## config.mk

```make
export PLATFORM = sky130hd
export DESIGN_NAME = asq_sequencer
export DESIGN_NICKNAME = d
export VERILOG_FILES = /design/src/design/asq_pkg.sv /design/src/design/asq_conv_timer.sv /design/src/design/asq_sequencer.sv /design/src/design/asq_sync.sv
export SDC_FILE = /design/constraint.sdc
export NUM_CORES = 1
export LEC_CHECK = 0
export BUFFER_PORTS_ARGS = -buffer_cell sky130_fd_sc_hd__buf_2
export CAP_MARGIN = 10
export CORE_MARGIN = 2
export CORE_UTILIZATION = 35
export DETAILED_ROUTE_END_ITERATION = 10
export GPL_ROUTABILITY_DRIVEN = 0
export PLACE_DENSITY_LB_ADDON = 0.08
export SLEW_MARGIN = 10
export SYNTH_ARGS = -nofsm -noshare
export SYNTH_HDL_FRONTEND = slang
export SYNTH_SLANG_ARGS = --single-unit
```

## constraint.sdc

```tcl
create_clock -name sys_clk -period 2.66 [get_ports sys_clk]
set_input_delay 0.665 -clock sys_clk [delete_from_list [all_inputs] [get_ports sys_clk]]
set_output_delay 0.665 -clock sys_clk [all_outputs]
set_load 0.02 [all_outputs]
```

## src/design/asq_pkg.sv

```systemverilog
/*
 * Shared constants and carrier types of the converter state sequencer.
 * Assumes a single 100 MHz system clock; every time is given in ns and
 * turned into whole clock cycles here.
 */
package asq_pkg;

    // ------------------------------------------------------------
    // Clock and timing
    // ------------------------------------------------------------
    localparam int CLK_PERIOD_NS    = 10;     // 100 MHz system clock
    localparam int MIN_CLEAR_LOW_NS = 100;    // Least low time of the clear pin
    localparam int RST_EXIT_NS      = 1000;   // Delay from clear release to acquire
    localparam int CONV_MIN_NS      = 300;    // Shortest conversion
    localparam int CONV_MAX_NS      = 500;    // Longest conversion
    // Least times round up, longest times round down
    localparam int MIN_CLEAR_LOW_CYC = (MIN_CLEAR_LOW_NS + CLK_PERIOD_NS - 1) / CLK_PERIOD_NS;
    localparam int RST_EXIT_CYC      = (RST_EXIT_NS + CLK_PERIOD_NS - 1) / CLK_PERIOD_NS;
    localparam int CONV_MIN_CYC      = (CONV_MIN_NS + CLK_PERIOD_NS - 1) / CLK_PERIOD_NS;
    localparam int CONV_MAX_CYC      = CONV_MAX_NS / CLK_PERIOD_NS;
    // Internal oscillator as an enable from a divider
    localparam int OSC_DIV           = 4;     // System cycles per oscillator tick
    localparam int CONV_OSC_TICKS    = 9;     // Oscillator ticks per conversion

    // ------------------------------------------------------------
    // Result coding
    // ------------------------------------------------------------
    localparam int RES_W   = 20;              // Result width
    localparam int ANA_W   = 24;              // Width of the quantiser input
    localparam logic [19:0] CODE_NEG_FS = 20'h80000;  // Most negative code
    localparam logic [19:0] CODE_POS_FS = 20'h7FFFF;  // Most positive code
    localparam logic [19:0] CODE_RESET  = 20'h00000;  // Result after reset

    // ------------------------------------------------------------
    // Transfer clock selection
    // ------------------------------------------------------------
    localparam logic [1:0] XCLK_OSC  = 2'h0;  // Internal oscillator only
    localparam logic [1:0] XCLK_SCLK = 2'h1;  // Host serial clock only
    localparam logic [1:0] XCLK_BOTH = 2'h2;  // Either source

    // ------------------------------------------------------------
    // Types
    // ------------------------------------------------------------
    typedef enum logic [3:0] {
        ST_ACQ  = 4'h1,                       // Acquire
        ST_CNV  = 4'h2,                       // Convert
        ST_RST  = 4'h4,                       // Held in clear
        ST_EXIT = 4'h8                        // Waiting out the exit delay
    } asq_state_e;

    typedef struct packed {
        logic [19:0] data;                    // Upper twenty bits of the word
        logic [1:0]  tail;                    // Lower two bits, zero here
    } asq_word_s;

    typedef struct packed {
        logic clear_n;                        // Active-low clear pin
        logic trigger;                        // Conversion start pin
        logic cs_n;                           // Active-low chip select
        logic sclk;                           // Host serial clock
    } asq_pins_s;

endpackage

```

## src/design/asq_conv_timer.sv

```systemverilog
/*
 * Internal oscillator divider and conversion timer.
 * Assumes start is a one-cycle pulse from the sequencer; a start while
 * busy is ignored. Length varies with oscillator phase at start.
 */
`timescale 1ns/1ps
module asq_conv_timer
    import asq_pkg::*;
#(
    parameter int DIV   = OSC_DIV,            // System cycles per tick
    parameter int TICKS = CONV_OSC_TICKS      // Ticks per conversion
) (
    input  wire logic sys_clk,
    input  wire logic rst,
    input  wire logic start,
    output logic      osc_tick,
    output logic      busy,
    output logic      done
);

    logic [7:0] div_r;                        // Oscillator phase
    logic [7:0] tick_cnt_r;                   // Ticks spent in conversion
    logic [9:0] len_r;                        // Helper: cycles since start

    // ------------------------------------------------------------
    // Free-running oscillator enable
    // ------------------------------------------------------------
    always_ff @(posedge sys_clk) begin
        if (rst || div_r == 8'(DIV - 1)) begin
            div_r <= 8'h00;
        end else begin
            div_r <= div_r + 8'h01;
        end
    end
    assign osc_tick = (div_r == 8'(DIV - 1));

    // ------------------------------------------------------------
    // Conversion clocked only by oscillator ticks
    // ------------------------------------------------------------
    always_ff @(posedge sys_clk) begin
        if (rst) begin
            busy       <= 1'b0;
            done       <= 1'b0;
            tick_cnt_r <= 8'h00;
        end else begin
            done <= 1'b0;
            if (!busy && start) begin
                busy       <= 1'b1;
                tick_cnt_r <= 8'h00;
            end else if (busy && osc_tick) begin
                if (tick_cnt_r == 8'(TICKS - 1)) begin
                    busy <= 1'b0;                 // Ends on a tick edge
                    done <= 1'b1;
                end else begin
                    tick_cnt_r <= tick_cnt_r + 8'h01;
                end
            end
        end
    end

    // ------------------------------------------------------------
    // Checks
    // ------------------------------------------------------------
    always_ff @(posedge sys_clk) begin
        if (rst || (!busy && start)) begin
            len_r <= 10'h000;
        end else if (busy) begin
            len_r <= len_r + 10'h001;
        end
    end
endmodule // asq_conv_timer

```

## src/design/asq_sequencer.sv

```systemverilog
/*
 * Functional-state sequencer of a 20-bit sampling converter core.
 * Assumes pins from the host arrive asynchronously and are synchronised
 * here; the quantiser code and the serial-side selects come from logic
 * on sys_clk.
 */
// Behaviour
// Clear pin async; qualify low by minimum time.
// Clear state: defaults, ready low, outputs undriven.
// Host releases clear with trigger, clock low.
// After exit delay, acquire and raise ready.
// Acquire after power-up, reset, conversion end.
// Clear falling while acquiring enters clear state.
// Trigger rising in acquire starts a conversion.
// Trigger edges ignored during a conversion.
// Conversion timed by oscillator within limits.
// Status flag low while converting.
// Chip select high: ready mirrors status.
// Result in saturating 20-bit two's complement.
// Host waits ready rise or maximum time.
// Host spaces conversions by conversion plus acquisition.
// Host keeps clear high while operating.
// Transfers clocked by oscillator, serial clock, both.
// Core takes start, returns status and result.
// Word upper bits carry latest result normally.
// Result latched at end of conversion.
`timescale 1ns/1ps
module asq_sequencer
    import asq_pkg::*;
(
    input  wire logic                      sys_clk,
    input  wire logic                      rst,
    input  wire asq_pkg::asq_pins_s        host_pins,
    input  wire logic signed [asq_pkg::ANA_W-1:0] analog_code,
    input  wire logic [1:0]                xfer_clk_sel,
    input  wire logic                      reg_read_sel,
    input  wire logic [7:0]                reg_read_byte,
    input  wire logic                      patn_sel,
    input  wire logic [19:0]               patn_word,
    output logic                           host_ready_indicator,
    output logic                           sdo_oe,
    output logic                           cfg_defaults,
    output logic                           conversion_status_flag,
    output asq_pkg::asq_word_s             out_word,
    output logic                           xfer_tick
);

    import asq_pkg::*;

    // ------------------------------------------------------------
    // Declarations
    // ------------------------------------------------------------
    asq_pins_s   pins_s;                      // Synchronised pin levels
    asq_state_e  state_r;                     // Functional state
    asq_state_e  state_nxt;                   // Next functional state
    logic        trig_d_r;                    // Trigger, one cycle later
    logic        sclk_d_r;                    // Serial clock, one cycle later
    logic        trig_rise;                   // Rising trigger edge
    logic        sclk_rise;                   // Rising serial clock edge
    logic [7:0]  low_cnt_r;                   // Cycles the clear pin is low
    logic        clr_hit;                     // Clear held long enough
    logic [11:0] exit_cnt_r;                  // Cycles since clear release
    logic        conv_start;                  // One-cycle start to the core
    logic        conv_busy;                   // Core is converting
    logic        conv_done;                   // Core finished, one cycle
    logic        osc_tick;                    // Internal oscillator enable
    logic [19:0] sample_r;                    // Code captured at start
    logic [19:0] result_r;                    // Latest finished result
    logic        status_r;                    // Conversion status flag
    asq_word_s   word_nxt;                    // Next output word

    // Saturate the quantiser input to the 20-bit code range
    function automatic logic [19:0] sat_code(input logic signed [ANA_W-1:0] v);
        logic signed [ANA_W-1:0] lo;
        logic signed [ANA_W-1:0] hi;
        lo = -(ANA_W'(1) <<< (RES_W - 1));
        hi = (ANA_W'(1) <<< (RES_W - 1)) - ANA_W'(1);
        if (v < lo) begin
            sat_code = CODE_NEG_FS;
        end else if (v > hi) begin
            sat_code = CODE_POS_FS;
        end else begin
            sat_code = v[19:0];                // Zero stays zero, -1 all ones
        end
    endfunction

    // ------------------------------------------------------------
    // Pin synchronisers
    // ------------------------------------------------------------
    // Idle levels: clear high, chip select high, others low
    asq_sync #(
        .W       (4),
        .RST_VAL (4'hA)
    ) u_sync (
        .sys_clk  (sys_clk),
        .rst      (rst),
        .pin_in   (host_pins),
        .pin_sync (pins_s)
    );

    // Edge detectors look only at the second stage
    always_ff @(posedge sys_clk) begin
        if (rst) begin
            trig_d_r <= 1'b0;
            sclk_d_r <= 1'b0;
        end else begin
            trig_d_r <= pins_s.trigger;
            sclk_d_r <= pins_s.sclk;
        end
    end
    assign trig_rise = pins_s.trigger & ~trig_d_r;
    assign sclk_rise = pins_s.sclk & ~sclk_d_r;

    // ------------------------------------------------------------
    // Clear pin qualification
    // ------------------------------------------------------------
    // Glitches shorter than the minimum low time are rejected
    always_ff @(posedge sys_clk) begin
        if (rst || pins_s.clear_n) begin
            low_cnt_r <= 8'h00;
        end else if (low_cnt_r != 8'(MIN_CLEAR_LOW_CYC)) begin
            low_cnt_r <= low_cnt_r + 8'h01;
        end
    end
    assign clr_hit = (low_cnt_r == 8'(MIN_CLEAR_LOW_CYC - 1)) && !pins_s.clear_n;

    // Exit delay counter, runs only after the release
    always_ff @(posedge sys_clk) begin
        if (rst || state_r != ST_EXIT) begin
            exit_cnt_r <= 12'h000;
        end else begin
            exit_cnt_r <= exit_cnt_r + 12'h001;
        end
    end

    // ------------------------------------------------------------
    // Functional state machine
    // ------------------------------------------------------------
    always_comb begin
        state_nxt  = state_r;
        conv_start = 1'b0;
        case (state_r)
            ST_ACQ: begin
                if (clr_hit) begin
                    state_nxt = ST_RST;
                end else if (trig_rise) begin
                    state_nxt  = ST_CNV;
                    conv_start = 1'b1;
                end
            end
            ST_CNV: begin
                // Trigger edges are not looked at here
                if (clr_hit) begin
                    state_nxt = ST_RST;
                end else if (conv_done) begin
                    state_nxt = ST_ACQ;
                end
            end
            ST_RST: begin
                if (pins_s.clear_n) begin
                    state_nxt = ST_EXIT;
                end
            end
            ST_EXIT: begin
                if (clr_hit) begin
                    state_nxt = ST_RST;
                end else if (exit_cnt_r == 12'(RST_EXIT_CYC - 1)) begin
                    state_nxt = ST_ACQ;
                end
            end
            default: begin
                state_nxt = ST_ACQ;
            end
        endcase
    end

    // Power-up lands in acquire
    always_ff @(posedge sys_clk) begin
        if (rst) begin
            state_r <= ST_ACQ;
        end else begin
            state_r <= state_nxt;
        end
    end

    // ------------------------------------------------------------
    // Converter core timing
    // ------------------------------------------------------------
    // A clear during a conversion leaves the timer to finish; its
    // done pulse is then ignored because the state is no longer convert
    asq_conv_timer #(
        .DIV   (OSC_DIV),
        .TICKS (CONV_OSC_TICKS)
    ) u_timer (
        .sys_clk  (sys_clk),
        .rst      (rst),
        .start    (conv_start),
        .osc_tick (osc_tick),
        .busy     (conv_busy),
        .done     (conv_done)
    );

    // Status flag low for the whole conversion; it rises on the same edge
    // as the return to acquire, so ready never lags the state by a cycle
    always_ff @(posedge sys_clk) begin
        if (rst) begin
            status_r <= 1'b1;
        end else if (conv_start) begin
            status_r <= 1'b0;
        end else if (state_nxt != ST_CNV) begin
            status_r <= 1'b1;
        end
    end
    assign conversion_status_flag = status_r;

    // ------------------------------------------------------------
    // Sample and result
    // ------------------------------------------------------------
    // Sample taken at start, result held until the next end
    always_ff @(posedge sys_clk) begin
        if (rst) begin
            sample_r <= CODE_RESET;
            result_r <= CODE_RESET;
        end else begin
            if (conv_start) begin
                sample_r <= sat_code(analog_code);
            end
            if (conv_done && state_r == ST_CNV) begin
                result_r <= sample_r;
            end
        end
    end

    // ------------------------------------------------------------
    // Output word, frozen while a frame is open
    // ------------------------------------------------------------
    always_comb begin
        word_nxt.tail = 2'h0;
        if (reg_read_sel) begin
            word_nxt.data = {reg_read_byte, 12'h000};
        end else if (patn_sel) begin
            word_nxt.data = patn_word;
        end else begin
            word_nxt.data = result_r;
        end
    end

    always_ff @(posedge sys_clk) begin
        if (rst) begin
            out_word <= '0;
        end else if (pins_s.cs_n) begin
            out_word <= word_nxt;
        end
    end

    // ------------------------------------------------------------
    // Pins toward the host
    // ------------------------------------------------------------
    // Ready low in clear and exit, low during a frame
    assign host_ready_indicator = (state_r == ST_ACQ || state_r == ST_CNV) && pins_s.cs_n && status_r;
    assign sdo_oe               = !pins_s.cs_n && (state_r == ST_ACQ || state_r == ST_CNV);
    assign cfg_defaults         = (state_r == ST_RST);

    // Transfer clock enable from the selected source
    always_comb begin
        case (xfer_clk_sel)
            XCLK_OSC:  xfer_tick = osc_tick;
            XCLK_SCLK: xfer_tick = sclk_rise;
            XCLK_BOTH: xfer_tick = osc_tick | sclk_rise;
            default:   xfer_tick = 1'b0;
        endcase
    end

    // ------------------------------------------------------------
    // Checks
    // ------------------------------------------------------------
    localparam int EXIT_LAST = RST_EXIT_CYC - 1;
endmodule // asq_sequencer

```

## src/design/asq_sync.sv

```systemverilog
/*
 * Two-flop synchroniser for a group of pin levels.
 * Assumes the pins are asynchronous to sys_clk; only the second stage
 * may be read by other logic.
 */
`timescale 1ns/1ps
module asq_sync #(
    parameter int         W       = 4,        // Number of pins
    parameter logic [3:0] RST_VAL = 4'h0      // Level held during reset
) (
    input  wire logic         sys_clk,
    input  wire logic         rst,
    input  wire logic [W-1:0] pin_in,
    output logic      [W-1:0] pin_sync
);

    logic [W-1:0] meta_r;                     // First stage, read only below

    // ------------------------------------------------------------
    // Two stages, reset to the idle level of each pin
    // ------------------------------------------------------------
    always_ff @(posedge sys_clk) begin
        if (rst) begin
            meta_r   <= RST_VAL[W-1:0];
            pin_sync <= RST_VAL[W-1:0];
        end else begin
            meta_r   <= pin_in;
            pin_sync <= meta_r;
        end
    end

endmodule // asq_sync

```

* Yosys cells after proc, flatten, opt, wreduce, memory -nomap -nowiden
Cells that the tools add are included.
** Cells by class
- Bitwise operators :: 7
- Multiply operators :: 0
- Equality and inequality tests :: 13
- Div/mod/pow operators :: 0
- Magnitude comparators :: 2
- Multiplexer cells :: 22
- Shift-type cells :: 0
- $add $sub $neg :: 4
- Reductions and logical operators :: 22
** Operators by type and width (number)
- 20-bit 2-to-1 mux :: 4
- 4-bit 2-to-1 mux :: 7
- 8-bit by 1-bit adder with 8-bit output, second input constant :: 3
- 24-bit by 20-bit greater-than comparator with 1-bit output, second input constant :: 1
- 24-bit by 20-bit < comparator with 1-bit output, second input constant :: 1
- 8-bit by 4-bit equality test with 1-bit output, second input constant :: 2
- 4-bit one-hot mux with 4 select lines :: 1
- 12-bit by 1-bit adder with 12-bit output, second input constant :: 1
- 12-bit by 7-bit equality test with 1-bit output, second input constant :: 1
- 1-bit 2-to-1 mux :: 9
- 8-bit by 2-bit equality test with 1-bit output, second input constant :: 1
- 8-bit by 4-bit != test with 1-bit output, second input constant :: 1
- 1-bit logical AND :: 7
- 2-bit nonzero test :: 3
- 4-bit by 1-bit equality test with 1-bit output, second input constant :: 1
- 4-bit by 2-bit equality test with 1-bit output, second input constant :: 1
- 4-bit by 3-bit equality test with 1-bit output, second input constant :: 1
- 4-bit equality test, second input constant :: 1
- 1-bit logical OR :: 4
- 4-bit by 2-bit != test with 1-bit output, second input constant :: 1
- 4-bit != test, second input constant :: 1
- 1-bit NOT :: 4
- 2-bit AND reduction :: 2
- 1-bit zero test :: 3
- other kinds (8) :: 9
** Word-level totals
- Bits in latches :: 0
- Output and inout bits :: 27
- Register bits after elaboration :: 113
- Memory bits (read-only) :: 0
- RAM bits :: 0
- Logic and storage cells :: 85
- Input port bits :: 62
- Memories :: 0

* Logic depth before layout (Yosys ltp)
- Depth after elaboration :: 8
- Gate-level depth with buffers :: 8
- Gate-level depth less buffers :: 6

* Hierarchy
Synthesis repeated with hierarchy kept, for this count alone.
** Second synthesis, totals
- Cell total of the unflattened synthesis :: 565
- Area total of the unflattened synthesis :: 4802.1 um2
** Modules (own cells, without submodules)
- asq_sequencer :: instances 1, seq. area each 1741.7 um2, area each 3773.6 um2, cells an instance 455
- asq_conv_timer :: instances 1, seq. area each 360.3 um2, area each 818.3 um2, cells an instance 94
- asq_sync :: instances 1, seq. area each 160.2 um2, area each 210.2 um2, cells an instance 16

* Worst setup path after synthesis
OpenSTA, ideal clock, no wires.
- Path kind :: register to output
- Start :: reg u_timer.div_r[0]
- End :: out xfer_tick
- Stages on the path, launching flop included :: 5
- Path slack :: 0.394 ns
- Buffers on the path :: 0
- Required time :: 1.995 ns
- Arrival time :: 1.601 ns
- Path through :: dfxtp_1 > ha_1 > nor3b_1 > nand2_1 > o21ai_0
** On the way
- Cells in the longest elaborated chain, start to end :: 3
** RTL lines
- start: declaration :: line asq_conv_timer.sv:21 : logic [7:0] div_r;
- start signal: assignment :: line asq_conv_timer.sv:32 : div_r <= div_r + 8'h01;
- 8-bit by 2-bit equality test with 1-bit output (*) :: line asq_conv_timer.sv:35 : assign osc_tick = (div_r == 8'(DIV - 1));
- 1-bit OR :: line asq_sequencer.sv:269 : XCLK_BOTH: xfer_tick = osc_tick | sclk_rise;
- 1-bit one-hot mux with 3 select lines (*) :: line asq_sequencer.sv:266 : case (xfer_clk_sel)
- end: declaration :: line asq_sequencer.sv:45 : output logic xfer_tick
Mark *: on every way between the ends. The rest lies on a longest branch, timed or not.

* Final worst setup path
Ends and elaborated chain as after synthesis.

==> results.sh <==
export IMPL_status="completed"
export IMPL_fmax_ghz=0.407
export IMPL_cts_sinks=113
export IMPL_start_util=0.360
export IMPL_synth_cell_type_count=54
export IMPL_die_height_um=124
export IMPL_path_clk_slew_ns=0.05
export IMPL_critPathArrivalTime_ns=1.79
export IMPL_syn_inst=575
export IMPL_synth_edf_count=0
export IMPL_final_cell_mix="dfxtp_1 (113), buf_2 (86), nand2_1 (63), a21oi_1 (63), nor2_1 (57)"
export IMPL_final_common_cell="dfxtp_1"
export IMPL_grt_busiest_layer="met2"
export IMPL_path_cells="ha_2, nor3b_2, buf_4, nand2_1, o21ai_0, buf_2"
export IMPL_met2_usage=0.268
export IMPL_cts_htree_levels=4
export IMPL_cellPowerDensity_nw_per_um2=696
export IMPL_vias=4226
export IMPL_reg2reg_to="conversion_status_flag"
export IMPL_cp_required_ns=2.00
export IMPL_crit_type="register to output port"
export IMPL_io_buffers=86
export IMPL_worstRegToRegCells=5
export IMPL_grt_pass1_wl_mm=19.5
export IMPL_final_antenna_net_count=0
export IMPL_core_area_um2=14000
export IMPL_cts_tree="built"
export IMPL_maxCapViolations=0
export IMPL_grt_pass1_vias=3960
export IMPL_crit_path_max_incr_delay_ns=0.38
export IMPL_gr_total_overflow=0
export IMPL_finalHoldViolations=0
export IMPL_drc=0
export IMPL_routed_wl_mm=12.0
export IMPL_rows=43
export IMPL_met3_usage=0.0435
export IMPL_fillCellCount=1390
export IMPL_rsz0062_at_grt="no"
export IMPL_diodes=0
export IMPL_num_io_pins=89
export IMPL_hold_buffers=0
export IMPL_cp_end_kind="output port"
export IMPL_drive_gt1_frac=0.246
export IMPL_drt_pre_antenna_iters=4
export IMPL_dp_hpwl_mm=8.38
export IMPL_drv_slew=0
export IMPL_syn_to_final_growth_pct=22.3
export IMPL_syn_cell_area_um2=5040
export IMPL_worstMarginPinSlew_ns=0.880
export IMPL_fin_worst_skew_ns=0.00659
export IMPL_die_w_um=124
export IMPL_p_leak_nw=2.38
export IMPL_setup_tns_ns=0
export IMPL_fin_nets=725
export IMPL_dominantRegCellSynth="dfxtp_1"
export IMPL_regArea_um2=2260
export IMPL_hold_ws_ns=0.411
export IMPL_yosys_warnings=0
export IMPL_grt_met1_usage=0.208
export IMPL_reg2reg_from="low_cnt_r[2]"
export IMPL_ff2ff_setup_slack_ns=0.64
export IMPL_critPathMaxFanout=5
export IMPL_ir_worst_vdd_v=0.000518
export IMPL_start_kind="register"
export IMPL_multi_input_comb_area_um2=2530
export IMPL_via_per_inst=4.98
export IMPL_min_to="u_sync.pin_sync[3]"
export IMPL_hold_start="u_sync.meta_r[3]"
export IMPL_relSlewSlack=0.412
export IMPL_dieArea_um2=15400
export IMPL_ctsLongestPathBuffers=2
export IMPL_setup_viol=0
export IMPL_cts_buffers=17
export IMPL_cts_root_buf="clkbuf_16"
export IMPL_finalCritPeriodShare=0.924
export IMPL_antenna_found_initial=0
export IMPL_grt_max_degree=39
export IMPL_total_power_mw=4.29
export IMPL_cts_setup_buffers=0
export IMPL_place_inst=817
export IMPL_grt_use_total=0.165
export IMPL_ys_ff_latch=113
export IMPL_wl_per_cell_um=14.2
export IMPL_placed_area_um2=5560
export IMPL_worstSkewPairLatency_ns=0.41
export IMPL_first_iter_violations=228
export IMPL_hold_path_class="register to register"
export IMPL_finalNonFillerCells=848
export IMPL_final_area_um2=6160
export IMPL_synth_seq_area_share=0.449
export IMPL_crit_slowest_cell="dfxtp_1"
export IMPL_fin_crit_ns=2.46
export IMPL_holdPathStages=1
export IMPL_synth_async_reset_ratio=0
export IMPL_synth_area_per_cell_um2=8.76
-- final cells by class --
| class | count | area share |
|---|---|---|
| clock buffer | 21 | 0.0780 |
| clock inverter | 10 | 0.0177 |
| inverter | 9 | 0.00548 |
| multi-input combinational | 417 | 0.411 |
| sequential | 113 | 0.367 |
| tap | 180 | 0.0366 |
| timing repair buffer | 98 | 0.0845 |
-- critical path: cells and delay by family, from the launching register on --
family / cells / cell delay (ns)
fa+ha+maj: 1 / 0.23
flops: 1 / 0.38
buf+inv: 2 / 0.33
simple gates: 2 / 0.27
compound gates: 1 / 0.16
-- metal layers --
metal	part of all wire	vias to the layer above
met3	0.042	13
met4	0.015	0
met1	0.47	1953
met5	0	-
met2	0.47	83
li1	-	2177
-- logic make-up after synthesis --
family,synth area share
buf+inv,0.0512
flops,0.449
other cells,0.000744
mux,0.0586
xor+xnor,0.0417
compound gates,0.157
simple gates,0.224
fa+ha+maj,0.0174
-- worst max-delay path by stage --
| stage | start | end | depth (start not counted) |
|---|---|---|---|
| floorplan | u_timer.div_r[0] | xfer_tick | 4 |
| detailed placement | u_timer.div_r[0] | xfer_tick | 6 |
| CTS | u_timer.div_r[0] | xfer_tick | 6 |
| finish | u_timer.div_r[0] | xfer_tick | 6 |
| global route | u_timer.div_r[0] | xfer_tick | 6 |
| global placement | u_timer.div_r[0] | xfer_tick | 6 |
-- state kept, by name (all words and copies together), names as in the netlist --
| signal | count |
|---|---|
| u_timer.tick_cnt_r | 8 |
| u_timer.done | 1 |
| low_cnt_r | 8 |
| sclk_d_r | 1 |
| u_sync.pin_sync | 4 |
| state_r | 4 |
| u_timer.div_r | 8 |
| out_word | 20 |
| result_r | 20 |
| sample_r | 20 |
| conversion_status_flag | 1 |
| trig_d_r | 1 |
| u_timer.busy | 1 |
| exit_cnt_r | 12 |
| u_sync.meta_r | 4 |
-- cells in the mapped netlist, types with 4 or more instances --
| cell type | n | area, um^2 |
|---|---|---|
| a21oi_1 | 63 | 315 |
| and3_1 | 8 | 50.1 |
| buf_6 | 4 | 45.0 |
| clkbuf_1 | 24 | 90.1 |
| clkbuf_8 | 4 | 55.1 |
| dfxtp_1 | 113 | 2260 |
| ha_1 | 7 | 87.6 |
| inv_1 | 9 | 33.8 |
| mux2_2 | 12 | 135 |
| mux2i_1 | 16 | 160 |
| nand2_1 | 63 | 236 |
| nand3_1 | 21 | 105 |
| nand4_1 | 6 | 37.5 |
| nor2_1 | 57 | 214 |
| nor2b_1 | 22 | 138 |
| nor3_1 | 9 | 45.0 |
| o2111ai_1 | 19 | 166 |
| o21ai_0 | 38 | 190 |
| or2_2 | 6 | 37.5 |
| or3_1 | 7 | 43.8 |
| xnor2_1 | 10 | 87.6 |
| xor2_1 | 14 | 123 |
-- report_power, final --
part / leakage, nW / switching [mW] / internal [mW]
Combinational: 1.17 / 0.160 / 0.120
Sequential: 0.917 / 0.0283 / 1.73
Clock: 0.290 / 0.783 / 1.46
Total: 2.38 / 0.971 / 3.32
-- repair_timing --
action	4_1_cts	5_1_grt
hold endpoints to repair	0	0
endpoints found under the setup margin	0	1
resized for setup	0	2
-- per-stage QoR --
step	worst slack, ns	utilization
final	0.201	0.440
after CTS	0.143	0.440
after global placement	0.582	0.398
after detailed placement	0.597	0.398
after global routing	0.0434	0.440
after floorplan	0.394	-
Power figures use the tool's default switching activity.
